`src/design/qas_cfg.svh`:
```
// constants for the quad converter serial port: offsets, fields, resets, timing
`ifndef QAS_CFG_SVH
`define QAS_CFG_SVH

// ----------------------------------------
// word and channel geometry
// ----------------------------------------
`define QAS_NUM_CH 4
`define QAS_CH_BITS 2
`define QAS_WORD_BITS 32
`define QAS_RES_BITS 22
`define QAS_ID_BITS 3
`define QAS_ID_LSB 29
`define QAS_CH_LSB 27
`define QAS_AUX_BIT 26
`define QAS_LAST_BIT 5'h1F
`define QAS_LAST_CH 2'h3

// ----------------------------------------
// timing
// ----------------------------------------
`define QAS_CLK_MHZ 100
`define QAS_MAX_UPDATE_HZ 2200
`define QAS_UPDATE_CYC ((`QAS_CLK_MHZ * 1000000 + `QAS_MAX_UPDATE_HZ - 1) / `QAS_MAX_UPDATE_HZ)
`define QAS_SCLK_MIN_PERIOD_NS 125
`define QAS_SCLK_PERIOD_CYC ((`QAS_SCLK_MIN_PERIOD_NS * `QAS_CLK_MHZ + 999) / 1000)
`define QAS_SCLK_HALF_CYC ((`QAS_SCLK_PERIOD_CYC + 1) / 2)
`define QAS_CHAIN_DONE_NS 250
`define QAS_CHAIN_DONE_CYC ((`QAS_CHAIN_DONE_NS * `QAS_CLK_MHZ) / 1000)
`define QAS_STRAP_CAPTURE 2'h3

// ----------------------------------------
// register map
// ----------------------------------------
`define QAS_OFF_CTRL 8'h00
`define QAS_OFF_STATUS 8'h04
`define QAS_OFF_IRQ_STAT 8'h08
`define QAS_OFF_IRQ_MASK 8'h0C

// control: [1:0] front-end outputs, [4:2] filter cutoff code
`define QAS_CTRL_BITS 5
`define QAS_CTRL_FE_LSB 0
`define QAS_CTRL_CUT_LSB 2
`define QAS_CTRL_RST 5'h00
`define QAS_CUT_MAX 3'h4

// interrupt bits
`define QAS_IRQ_BITS 4
`define QAS_IRQ_NEW 0
`define QAS_IRQ_DONE 1
`define QAS_IRQ_CTRL 2
`define QAS_IRQ_OVR 3
`define QAS_IRQ_RST 4'h0

`endif

```
`src/design/qas_pkg.sv`:
```
// types shared by the quad converter serial port
package qas_pkg;

  typedef enum logic [4:0] {
    QAS_ST_IDLE  = 5'b00001,
    QAS_ST_LOAD  = 5'b00010,
    QAS_ST_SHIFT = 5'b00100,
    QAS_ST_DONE  = 5'b01000,
    QAS_ST_CFG   = 5'b10000
  } qas_state_type;

endpackage

```
`src/design/qas_serial_port.sv`:
```
// serial port, straps and control pins of a four-channel converter
//
// The register addresses and the APB slave port are this design's own decisions.
`timescale 1ns/1ps
`default_nettype none
`include "qas_cfg.svh"

// What this block does
// - reset pulse realigns sampling of all channels
// - reset pulse returns interface to initial state
// - address straps inserted into every output word
// - mode strap low master, high slave
// - words sent only while chain enable high
// - chain done high after four-word transfer
// - receive frame sync direction follows mode
// - serial clock direction follows mode strap
// - ready falls when new word available
// - ready returns high after four words sent
// - ready high one cycle during word load
// - control data accepted inside a transmit frame begun while idle, or by apb write except in a cycle where a frame commits
// - aux input captured as flag in word
// - two outputs follow control register bits
// - result update no faster than 2.2 kHz
// - five binary cutoff settings scale update rate
module qas_serial_port
  import qas_pkg::*;
#(
  parameter int UPDATE_CYC = `QAS_UPDATE_CYC
) (
  input wire logic clk,
  input wire logic reset,
  input wire logic ce,
  input wire logic psel,
  input wire logic penable,
  input wire logic pwrite,
  input wire logic [7:0] paddr,
  input wire logic [31:0] pwdata,
  output logic [31:0] prdata,
  output logic pready,
  output logic pslverr,
  output logic irq,
  input wire logic [`QAS_NUM_CH*`QAS_RES_BITS-1:0] filt_result,
  input wire logic [`QAS_ID_BITS-1:0] device_id_straps,
  input wire logic mode_strap,
  input wire logic aux_flag_in,
  input wire logic chain_enable_in,
  output logic chain_done_out,
  output logic word_ready_n,
  output logic [1:0] front_end_ctrl_outs,
  input wire logic sclk_i,
  output logic sclk_o,
  output logic sclk_oe_n,
  input wire logic rx_frame_sync_n_i,
  output logic rx_frame_sync_n_o,
  output logic rx_frame_sync_n_oe_n,
  input wire logic serial_data_pin_i,
  output logic serial_data_pin_o,
  output logic serial_data_pin_oe_n,
  input wire logic tx_frame_sync_n
);

  // ----------------------------------------
  // functions
  // ----------------------------------------
  function automatic logic [2:0] clamp_cut(input logic [2:0] c);
    clamp_cut = (c > `QAS_CUT_MAX) ? `QAS_CUT_MAX : c;
  endfunction

  function automatic logic [`QAS_WORD_BITS-1:0] build_word(
    input logic [`QAS_ID_BITS-1:0] id,
    input logic [`QAS_CH_BITS-1:0] ch,
    input logic aux,
    input logic [`QAS_RES_BITS-1:0] res
  );
    build_word = '0;
    build_word[`QAS_ID_LSB +: `QAS_ID_BITS] = id;
    build_word[`QAS_CH_LSB +: `QAS_CH_BITS] = ch;
    build_word[`QAS_AUX_BIT] = aux;
    build_word[`QAS_RES_BITS-1:0] = res;
  endfunction

  // ----------------------------------------
  // pin synchronisers and straps
  // ----------------------------------------
  localparam int SYNC_W = 10;
  logic [SYNC_W-1:0] sync_s;
  logic [`QAS_ID_BITS-1:0] id_s;
  logic mode_s, aux_s, chain_s, sclk_s, rfs_n_s, serial_data_pin_s, tfs_n_s;

  qas_sync #(.W(SYNC_W)) u_sync (
    .clk(clk),
    .reset(reset),
    .ce(ce),
    .d({device_id_straps, mode_strap, aux_flag_in, chain_enable_in, sclk_i,
        rx_frame_sync_n_i, serial_data_pin_i, tx_frame_sync_n}),
    .q(sync_s)
  );

  assign {id_s, mode_s, aux_s, chain_s, sclk_s, rfs_n_s, serial_data_pin_s, tfs_n_s} = sync_s;

  logic [1:0] strap_cnt_q;
  logic [`QAS_ID_BITS-1:0] id_q;
  logic slave_q;

  // straps caught for a few cycles after release, once the synchroniser has filled
  always_ff @(posedge clk) begin
    if (reset) begin
      strap_cnt_q <= `QAS_STRAP_CAPTURE;
      id_q <= '0;
      slave_q <= 1'b0;
    end else if (ce && strap_cnt_q != 2'h0) begin
      strap_cnt_q <= strap_cnt_q - 2'h1;
      id_q <= id_s;
      slave_q <= mode_s;
    end
  end

  // ----------------------------------------
  // serial clock: generated in master mode, sampled in slave mode
  // ----------------------------------------
  localparam int HALF_CYC = `QAS_SCLK_HALF_CYC;
  qas_state_type st_q;
  logic [7:0] div_q;
  logic msclk_q, sclk_p_q, tfs_p_q;
  logic sclk_lvl, sclk_rise, sclk_fall, run_sclk, frame_ok, shift_ok;

  assign run_sclk = !slave_q && ((st_q == QAS_ST_SHIFT && chain_s) || (st_q == QAS_ST_CFG));

  always_ff @(posedge clk) begin
    if (reset) begin
      div_q <= 8'h00;
      msclk_q <= 1'b0;
    end else if (ce) begin
      if (!run_sclk) begin
        div_q <= 8'h00;
        msclk_q <= 1'b0;
      end else if (div_q == 8'(HALF_CYC - 1)) begin
        div_q <= 8'h00;
        msclk_q <= !msclk_q;
      end else begin
        div_q <= div_q + 8'h01;
      end
    end
  end

  assign sclk_lvl = slave_q ? sclk_s : msclk_q;

  always_ff @(posedge clk) begin
    if (reset) begin
      sclk_p_q <= 1'b0;
      tfs_p_q <= 1'b1;
    end else if (ce) begin
      sclk_p_q <= sclk_lvl;
      tfs_p_q <= tfs_n_s;
    end
  end

  assign sclk_rise = sclk_lvl && !sclk_p_q;
  assign sclk_fall = !sclk_lvl && sclk_p_q;
  assign frame_ok = slave_q ? !rfs_n_s : 1'b1;
  assign shift_ok = frame_ok && chain_s;

  // ----------------------------------------
  // result update timer
  // ----------------------------------------
  logic [`QAS_CTRL_BITS-1:0] ctrl_q;
  logic [23:0] upd_cnt_q, upd_period;
  logic upd_tick;

  // halving the cutoff doubles the update period
  assign upd_period = 24'(UPDATE_CYC) << ctrl_q[`QAS_CTRL_CUT_LSB +: 3];
  assign upd_tick = (upd_cnt_q == upd_period - 24'h1);

  // restarted by reset so chips pulsed together stay aligned
  always_ff @(posedge clk) begin
    if (reset) begin
      upd_cnt_q <= 24'h0;
    end else if (ce) begin
      upd_cnt_q <= (upd_tick || upd_cnt_q >= upd_period) ? 24'h0 : upd_cnt_q + 24'h1;
    end
  end

  // ----------------------------------------
  // output word sequencer
  // ----------------------------------------
  logic [`QAS_RES_BITS-1:0] res_q [`QAS_NUM_CH];
  logic aux_q, pending_q, serial_data_pin_q;
  logic [`QAS_CH_BITS-1:0] widx_q;
  logic [4:0] bit_q;
  logic [`QAS_WORD_BITS-1:0] sh_q;
  logic [4:0] done_cnt_q;
  logic [`QAS_IRQ_BITS-1:0] ev;

  always_ff @(posedge clk) begin
    if (reset) begin
      st_q <= QAS_ST_IDLE;
      pending_q <= 1'b0;
      aux_q <= 1'b0;
      widx_q <= '0;
      bit_q <= 5'h00;
      sh_q <= '0;
      serial_data_pin_q <= 1'b0;
      for (int i = 0; i < `QAS_NUM_CH; i++) begin
        res_q[i] <= '0;
      end
    end else if (ce) begin
      // results only latched while idle so a word in flight never tears
      if (upd_tick && st_q == QAS_ST_IDLE) begin
        for (int i = 0; i < `QAS_NUM_CH; i++) begin
          res_q[i] <= filt_result[i*`QAS_RES_BITS +: `QAS_RES_BITS];
        end
        aux_q <= aux_s;
        pending_q <= 1'b1;
      end
      unique case (st_q)
        QAS_ST_IDLE: begin
          if (!tfs_n_s) begin
            st_q <= QAS_ST_CFG;
          end else if (pending_q && chain_s && !upd_tick) begin
            st_q <= QAS_ST_LOAD;
            pending_q <= 1'b0;
            widx_q <= '0;
          end
        end
        QAS_ST_LOAD: begin
          sh_q <= build_word(id_q, widx_q, aux_q, res_q[widx_q]);
          bit_q <= 5'h00;
          st_q <= QAS_ST_SHIFT;
        end
        QAS_ST_SHIFT: begin
          // bit changes on serial clock rise, host samples on fall
          if (sclk_rise && shift_ok) begin
            serial_data_pin_q <= sh_q[`QAS_WORD_BITS-1];
            sh_q <= {sh_q[`QAS_WORD_BITS-2:0], 1'b0};
          end
          if (sclk_fall && shift_ok) begin
            bit_q <= bit_q + 5'h01;
            if (bit_q == `QAS_LAST_BIT) begin
              if (widx_q == `QAS_LAST_CH) begin
                st_q <= QAS_ST_DONE;
              end else begin
                widx_q <= widx_q + 2'h1;
                st_q <= QAS_ST_LOAD;
              end
            end
          end
        end
        QAS_ST_DONE: begin
          st_q <= QAS_ST_IDLE;
        end
        QAS_ST_CFG: begin
          if (tfs_n_s) begin
            st_q <= QAS_ST_IDLE;
          end
        end
      endcase
    end
  end

  // chain done pulse: one short burst at the end of the fourth word
  always_ff @(posedge clk) begin
    if (reset) begin
      done_cnt_q <= 5'h00;
    end else if (ce) begin
      if (st_q == QAS_ST_DONE) begin
        done_cnt_q <= 5'(`QAS_CHAIN_DONE_CYC);
      end else if (done_cnt_q != 5'h00) begin
        done_cnt_q <= done_cnt_q - 5'h01;
      end
    end
  end

  assign chain_done_out = (done_cnt_q != 5'h00);
  assign word_ready_n = (st_q != QAS_ST_SHIFT);

  // ----------------------------------------
  // pin drivers
  // ----------------------------------------
  assign sclk_o = msclk_q;
  assign sclk_oe_n = slave_q;
  assign rx_frame_sync_n_o = (st_q != QAS_ST_SHIFT);
  assign rx_frame_sync_n_oe_n = slave_q;
  assign serial_data_pin_o = serial_data_pin_q;
  assign serial_data_pin_oe_n = !(st_q == QAS_ST_SHIFT && frame_ok);

  // ----------------------------------------
  // control register: serial frame and apb
  // ----------------------------------------
  logic [`QAS_CTRL_BITS-1:0] csh_q;
  logic [2:0] ccnt_q;
  logic ctrl_commit, apb_wr, apb_rd;
  logic [`QAS_IRQ_BITS-1:0] irq_stat_q, irq_mask_q;

  assign ctrl_commit = tfs_n_s && !tfs_p_q && st_q == QAS_ST_CFG && ccnt_q == 3'(`QAS_CTRL_BITS);
  assign apb_wr = psel && penable && pwrite;
  assign apb_rd = psel && !penable && !pwrite;

  always_ff @(posedge clk) begin
    if (reset) begin
      csh_q <= '0;
      ccnt_q <= 3'h0;
    end else if (ce) begin
      if (st_q != QAS_ST_CFG || tfs_n_s) begin
        ccnt_q <= 3'h0;
      end else if (sclk_fall) begin
        csh_q <= {csh_q[`QAS_CTRL_BITS-2:0], serial_data_pin_s};
        if (ccnt_q != 3'(`QAS_CTRL_BITS)) begin
          ccnt_q <= ccnt_q + 3'h1;
        end
      end
    end
  end

  // a short frame is dropped whole; an overlong one commits its last five bits
  always_ff @(posedge clk) begin
    if (reset) begin
      ctrl_q <= `QAS_CTRL_RST;
    end else if (ce) begin
      if (ctrl_commit) begin
        ctrl_q <= {clamp_cut(csh_q[`QAS_CTRL_CUT_LSB +: 3]), csh_q[1:0]};
      end else if (apb_wr && paddr == `QAS_OFF_CTRL) begin
        ctrl_q <= {clamp_cut(pwdata[`QAS_CTRL_CUT_LSB +: 3]), pwdata[1:0]};
      end
    end
  end

  assign front_end_ctrl_outs = ctrl_q[`QAS_CTRL_FE_LSB +: 2];

  // ----------------------------------------
  // interrupts and apb slave
  // ----------------------------------------
  always_comb begin
    ev = '0;
    ev[`QAS_IRQ_NEW] = upd_tick && st_q == QAS_ST_IDLE;
    ev[`QAS_IRQ_DONE] = st_q == QAS_ST_DONE;
    ev[`QAS_IRQ_CTRL] = ctrl_commit;
    ev[`QAS_IRQ_OVR] = upd_tick && (st_q != QAS_ST_IDLE || pending_q);
  end

  // set beats a simultaneous clear
  always_ff @(posedge clk) begin
    if (reset) begin
      irq_stat_q <= `QAS_IRQ_RST;
      irq_mask_q <= `QAS_IRQ_RST;
    end else if (ce) begin
      if (apb_wr && paddr == `QAS_OFF_IRQ_STAT) begin
        irq_stat_q <= (irq_stat_q & ~pwdata[`QAS_IRQ_BITS-1:0]) | ev;
      end else begin
        irq_stat_q <= irq_stat_q | ev;
      end
      if (apb_wr && paddr == `QAS_OFF_IRQ_MASK) begin
        irq_mask_q <= pwdata[`QAS_IRQ_BITS-1:0];
      end
    end
  end

  assign irq = |(irq_stat_q & irq_mask_q);

  // read data formed in the setup cycle, valid through the access cycle
  always_ff @(posedge clk) begin
    if (reset) begin
      prdata <= 32'h0000_0000;
    end else if (ce && apb_rd) begin
      unique case (paddr)
        `QAS_OFF_CTRL: prdata <= {27'h0, ctrl_q};
        `QAS_OFF_STATUS: prdata <= {19'h0, chain_s, pending_q, widx_q, st_q, slave_q, id_q};
        `QAS_OFF_IRQ_STAT: prdata <= {28'h0, irq_stat_q};
        `QAS_OFF_IRQ_MASK: prdata <= {28'h0, irq_mask_q};
        default: prdata <= 32'h0000_0000;
      endcase
    end
  end

  assign pready = 1'b1;
  assign pslverr = psel && penable && !(paddr == `QAS_OFF_CTRL || paddr == `QAS_OFF_STATUS ||
                   paddr == `QAS_OFF_IRQ_STAT || paddr == `QAS_OFF_IRQ_MASK);

endmodule

`default_nettype wire

```
`src/design/qas_sync.sv`:
```
// two-flop synchroniser bank for pins from outside the clock domain
`timescale 1ns/1ps
`default_nettype none

module qas_sync #(
  parameter int W = 1
) (
  input wire logic clk,
  input wire logic reset,
  input wire logic ce,
  input wire logic [W-1:0] d,
  output logic [W-1:0] q
);

  logic [W-1:0] meta_q;

  // first stage feeds only the second
  always_ff @(posedge clk) begin
    if (reset) begin
      meta_q <= '0;
      q <= '0;
    end else if (ce) begin
      meta_q <= d;
      q <= meta_q;
    end
  end

endmodule

`default_nettype wire

```
`config.mk`:
```
export PLATFORM = sky130hd
export DESIGN_NAME = qas_serial_port
export DESIGN_NICKNAME = d
export VERILOG_FILES = /design/src/design/qas_pkg.sv /design/src/design/qas_serial_port.sv /design/src/design/qas_sync.sv
export VERILOG_INCLUDE_DIRS = /design/src /design/src/design
export SDC_FILE = /design/constraint.sdc
export NUM_CORES = 1
export LEC_CHECK = 0
export ABC_AREA = 1
export ABC_CLOCK_PERIOD_IN_PS = 12500
export BUFFER_PORTS_ARGS = -buffer_cell sky130_fd_sc_hd__buf_2
export CAP_MARGIN = 20
export CORE_MARGIN = 2
export CORE_UTILIZATION = 42
export DETAILED_ROUTE_END_ITERATION = 6
export SLEW_MARGIN = 40
export SYNTH_ARGS = -nofsm -noshare
export SYNTH_HDL_FRONTEND = slang
export SYNTH_SLANG_ARGS = --single-unit
```
`constraint.sdc`:
```
create_clock -name clk -period 12.5 [get_ports clk]
set_input_delay 3.125 -clock clk [delete_from_list [all_inputs] [get_ports clk]]
set_output_delay 3.125 -clock clk [all_outputs]
set_load 0.05 [all_outputs]
```
**Word-level counts from Yosys, hierarchy flattened**

Memories as Yosys holds them, arrays and structs flattened. A register that Yosys moved wholly into a read port is not among the register bits.
Index checks and enable logic that the tools add are counted.
Widths: inputs -> output; s select.

- $add $sub $neg: 8
- Magnitude comparators: 3
- Equal/unequal tests: 26
- Shifts and indexed selects: 1
- Mux-type cells: 51
- Bitwise operators: 10
- Reductions and logical operators: 65

Operators with widths:

| kind | number |
|---|---|
| $mux 22 | 4 |
| $pmux 32 s2 | 1 |
| $pmux 13 s4 | 1 |
| $mux 5 | 10 |
| $mux 32 | 1 |
| $logic_and 1x1->1 | 25 |
| $pmux 5 s5 | 1 |
| $add 24x1->24 const B | 1 |
| $eq 24x24->1 | 1 |
| $ge 24x24->1 | 1 |
| $mux 24 | 1 |
| $shl 16x3->24 const A | 1 |
| $sub 24x1->24 const B | 1 |
| $eq 8x3->1 const B | 2 |
| $eq 8x4->1 const B | 2 |
| $mux 8 | 2 |
| $mux 3 | 5 |
| $reduce_and 3->1 | 5 |
| $mux 1 | 14 |
| $mux 2 | 7 |
| $reduce_bool 2->1 | 7 |
| $ne 2x1->1 const B | 6 |
| $logic_not 1->1 | 11 |
| $eq 5x5->1 const B | 2 |
| 33 further kinds | 52 |

- Register bits: 166
- RAM bits: 88
- Input port bits: 144
- Output and inout bits: 45
- Logic and storage cells: 189
- Memories kept: 1

Memory list:

| name | words | width | read ports | clocked after memory_dff | wr ports | line | RTL |
|---|---|---|---|---|---|---|---|
| res_q | 4 | 22 | 1 | 1 | 4 | qas_serial_port.sv:186 | `` logic [`QAS_RES_BITS-1:0] res_q [`QAS_NUM_CH]; `` |

**Depth between registers and ports, before layout**

- Word-level depth: 10
- Depth in mapped cells: 20
- Gate-level depth less buffers: 19

**Modules after synthesis**

Synthesis repeated with hierarchy kept, for this count alone.

- Cells, all modules: 1687
- Area total of the unflattened synthesis: 12653.4 um2

By module, submodules not included:

| module | times used | cells each | area an instance (um2) | sequential area each (um2) |
|---|---|---|---|---|
| qas_serial_port | 1 | 1560 | 11818.8 | 5225.0 |
| qas_sync | 1 | 127 | 834.6 | 400.4 |

**Least setup slack after synthesis**

Ideal clock, no wire load.

- Path kind: input to output
- Start point: input port paddr[1]
- End point: output port pslverr
- Data arrival time: 3731 ps
- Required time: 9375 ps
- Slack: 5644 ps
- Stages: 4
- Path buffers: 0
- Cell sequence: nor2_1 -> inv_1 -> o211ai_1 -> inv_1

- Longest elaborated chain between the ends: 6

RTL lines:

| element | line | RTL |
|---|---|---|
| from (decl) | qas_serial_port.sv:36 | `input wire logic [7:0] paddr,` |
| $eq 8x3->1 / $logic_not 8->1 (equally long branches) | - |  |
| $logic_or 1x1->1 (no line) (2 in a row) | - |  |
| $logic_or 1x1->1 (no line) * | - |  |
| $logic_not 1->1 * | qas_serial_port.sv:375 | `` assign pslverr = psel && penable && !(paddr == `QAS_OFF_CTRL \|\| paddr == `QAS_OFF_STATUS \|\| `` |
| $logic_and 1x1->1 * | qas_serial_port.sv:375 |  |
| to (decl) | qas_serial_port.sv:40 | `output logic pslverr,` |

Mark *: on every way between the ends. The rest lies on a longest branch, timed or not.

**Worst setup path after layout**

Ends and elaborated chain as after synthesis.

==> out/metrics.cfg <==
[global_route]
grt_use_met1 = 0.263
grt-ovfl-total = 0
grt_use_met2 = 0.308
grt_pass1_vias = 9714
antenna_found_initial = 0
grt_pass1_wl_mm = 48.0
grtUsageMet3 = 0.0270
grt.total_usage = 0.189
grt_max_degree = 89
grt_busiest_layer = met2

[timing]
clock_skew_ns = 0.0162
maxClockFrequency_mhz = 142
rsz0062_at_grt = false
fin_crit_sh = 0.564
final.min_clock_period_ns = 7.05
hold_violations = 0
max-slew-margin-rel = 0.478
setup_viol = 0
report.final.slew_viol_count = 0
setup_tns_ns = 0
whs_ns = 0.464
tightest_slew_ns = 0.783

[worst_setup_path]
cp-start-kind = primary input
crit_fanout = 3
r2r-end = res_q[3][20]$_SDFFCE_PN0P_
end_kind = primary output
critical_path.cell_chain = buf_2 -> nor2_1 -> inv_1 -> o211ai_1 -> inv_1 -> buf_2
arrival_ns = 3.93
worstSetupPathType = in2out
critPathCapture = pslverr
rr_startpoint = ctrl_q[3]$_SDFFE_PP0P_
reg2regPathDepth = 14
startpoint = paddr[1]
ff2ff_setup_slack_ns = 8.30
cp.required_ns = 9.38
max_stage_delay_ns = 0.20
worst_path_max_delay_cell = buf_2

[floorplanning]
row_count = 62
ios = 189
dieArea_um2 = 30600
initial_core_util = 0.427
core_um2 = 28800
die_w_um = 175
fp.dieH_um = 175

[logic_synthesis]
yosysWarningCount = 0
synth_area_leaders = dfxtp_1, edfxtp_1, nor2_1
yosysSeqAreaShare = 0.458
yosysTopAreaCell = dfxtp_1
async_flop_share = 0
ys_ff_latch = 237
synth.avg_cell_area_um2 = 7.65
syn-instance-count = 1607
synth_ff_type = dfxtp_1
yosysMostFrequentCell = nor2_1
synth_edf_count = 88
yosysTopAreaCellShare = 0.243
synthesis.area_um2 = 12300
yosys-top-cells-count = nor2_1, nand2_1, inv_1, dfxtp_1, o21ai_0
synth_cell_types = 43

[power]
peakVddDrop_uv = 84.1
powerDensity_nw_per_um2 = 128
p_switching_uw = 470
p_leak_nw = 6.39
seq_power_share = 0.468
intPower_mw = 1.33
clock_power_share = 0.423
p_comb_frac = 0.109
sw_frac_of_total = 0.261

[cells_and_area]
nNetsFinal = 1913
stdcell_count = 2125
antenna_cells = 0
syn2layout_area_growth_pct = 14.9
seq_area_um2 = 5630
drive_above_1_share = 0.132
fillers = 2841
multi_input_area_um2 = 5470

[cts]
cts_made_buffers = 27
root_buffer = clkbuf_16
clk_latency_ns = 0.54
cts_hold_buffers = 0
cts.path.max_buffers = 3
cts_tree = built
cts_resized = 0
postCtsSetupRepairBufs = 0
clock_sinks = 237
clk_pin_slew_ns = 0.06
htreeDepth = 1

[routing]
ant_nets = 0
post_drt_wl_per_cell_um = 13.7
drt_iter0_drc = 614
drc = 0
wl_mm = 29.2
viasPerCell = 4.93
vias = 10500
dr.pass1.iters = 5

[placed_design]
post-place-cells = 2075
numPortBuffers = 141
gp_congestion = 0.894
dp_hpwl_mm = 20.2

[hold_path]
hold_path.class = reg2reg
min_from = prdata[3]$_SDFFE_PP0P_
min_path_cells = 2

[flow_run]
drv_cap = 0

[run_status]
status = completed

## worst max-delay path, delay by kind of cell
| kind | cells | cell delay [ns] |
|---|---|---|
| compound gates | 1 | 0.18 |
| buf+inv | 4 | 0.45 |
| simple gates | 1 | 0.17 |
## power by group through the flow
stage / logic [mW] / registers (mW) / clock network, mW
after floorplan: 0.141 / 0.860 / 0
after global placement: 0.196 / 0.860 / 0
after detailed placement: 0.198 / 0.860 / 0
after CTS: 0.198 / 0.843 / 0.777
after global routing: 0.222 / 0.847 / 0.810
final: 0.196 / 0.843 / 0.761
## kinds of logic after synthesis
| family | synth area share |
|---|---|
| AOI/OAI and AO/OA | 0.134 |
| adders and majority gates | 0.0499 |
| other | 0.000611 |
| and+or+nand+nor | 0.227 |
| DFF | 0.458 |
| buffers and inverters | 0.106 |
| xor gates and xnor gates | 0.0257 |
## sequential cells by signal (all words and copies together), names as in the netlist, 2 cells and up, named ones only
name and flops:
res_q 88, csh_q 5, strap_cnt_q 2, u_sync.meta_q 10, done_cnt_q 5, ccnt_q 3, prdata 13, bit_q 5
irq_stat_q 4, div_q 8, st_q 5, id_q 3, upd_cnt_q 24, irq_mask_q 4, u_sync.q 10, widx_q 2
sh_q 32, ctrl_q 5
## cells in the final DEF (no fill, tap or decap), types with 3 or more instances in the layout
cell	Yosys	routed
nor2_1	292	291
nand2_1	259	258
inv_1	216	216
dfxtp_1	149	149
buf_2	3	141
o21ai_0	137	136
edfxtp_1	88	88
a21oi_1	68	68
ha_1	49	49
nand3_1	47	47
a31oi_1	31	31
clkbuf_16	0	28
xor2_1	27	27
o22ai_1	24	24
nand4_1	22	22
conb_1	2	20
nor3_1	18	17
nor2_2	11	12
buf_4	25	12
nor4_1	11	10
a211oi_1	10	10
xnor2_1	9	9
inv_2	6	7
a311oi_1	7	7
clkbuf_1	49	6
clkinv_2	0	6
or2_2	5	5
clkbuf_8	0	5
o21ai_1	3	4
o2111ai_1	4	4
o211ai_1	4	4
clkinvlp_4	0	3
## layer usage
metal  wire [µm]  up-vias  part of all wire
met3        1510       42             0.052
li1            -     5427                 -
met5           0        -                 0
met4         566        0             0.019
met2       13000      246              0.44
met1       14200     4768              0.49
## how the worst min path moves through the flow
stage	end	slack (ns)
detailed placement	strap_cnt_q[0]$_SDFFE_PP1P_	0.45
global placement	strap_cnt_q[0]$_SDFFE_PP1P_	0.44
CTS	prdata[3]$_SDFFE_PP0P_	0.46
floorplan	strap_cnt_q[0]$_SDFFE_PP1P_	0.43
finish	prdata[3]$_SDFFE_PP0P_	0.46
global route	bit_q[2]$_SDFFE_PP0P_	0.48
## layout make-up
cell class                 instances  share of cell area
inverter                         224              0.0596
timing repair buffer             155              0.0597
sequential                       237               0.398
clock inverter                    10             0.00434
tap                              384              0.0340
multi-input combinational       1075               0.387
clock buffer                      40              0.0566
## per-stage QoR
step	cell area, µm²	power [mW]	util	setup WS, ns
after floorplan	12400	1.00	-	5.64
after global placement	13200	1.06	0.458	5.47
after detailed placement	13300	1.06	0.460	5.45
after CTS	14100	1.82	0.490	5.45
after global routing	14100	1.88	0.491	5.37
final	14100	1.80	0.491	5.45
(Power assumes the default switching activity.)
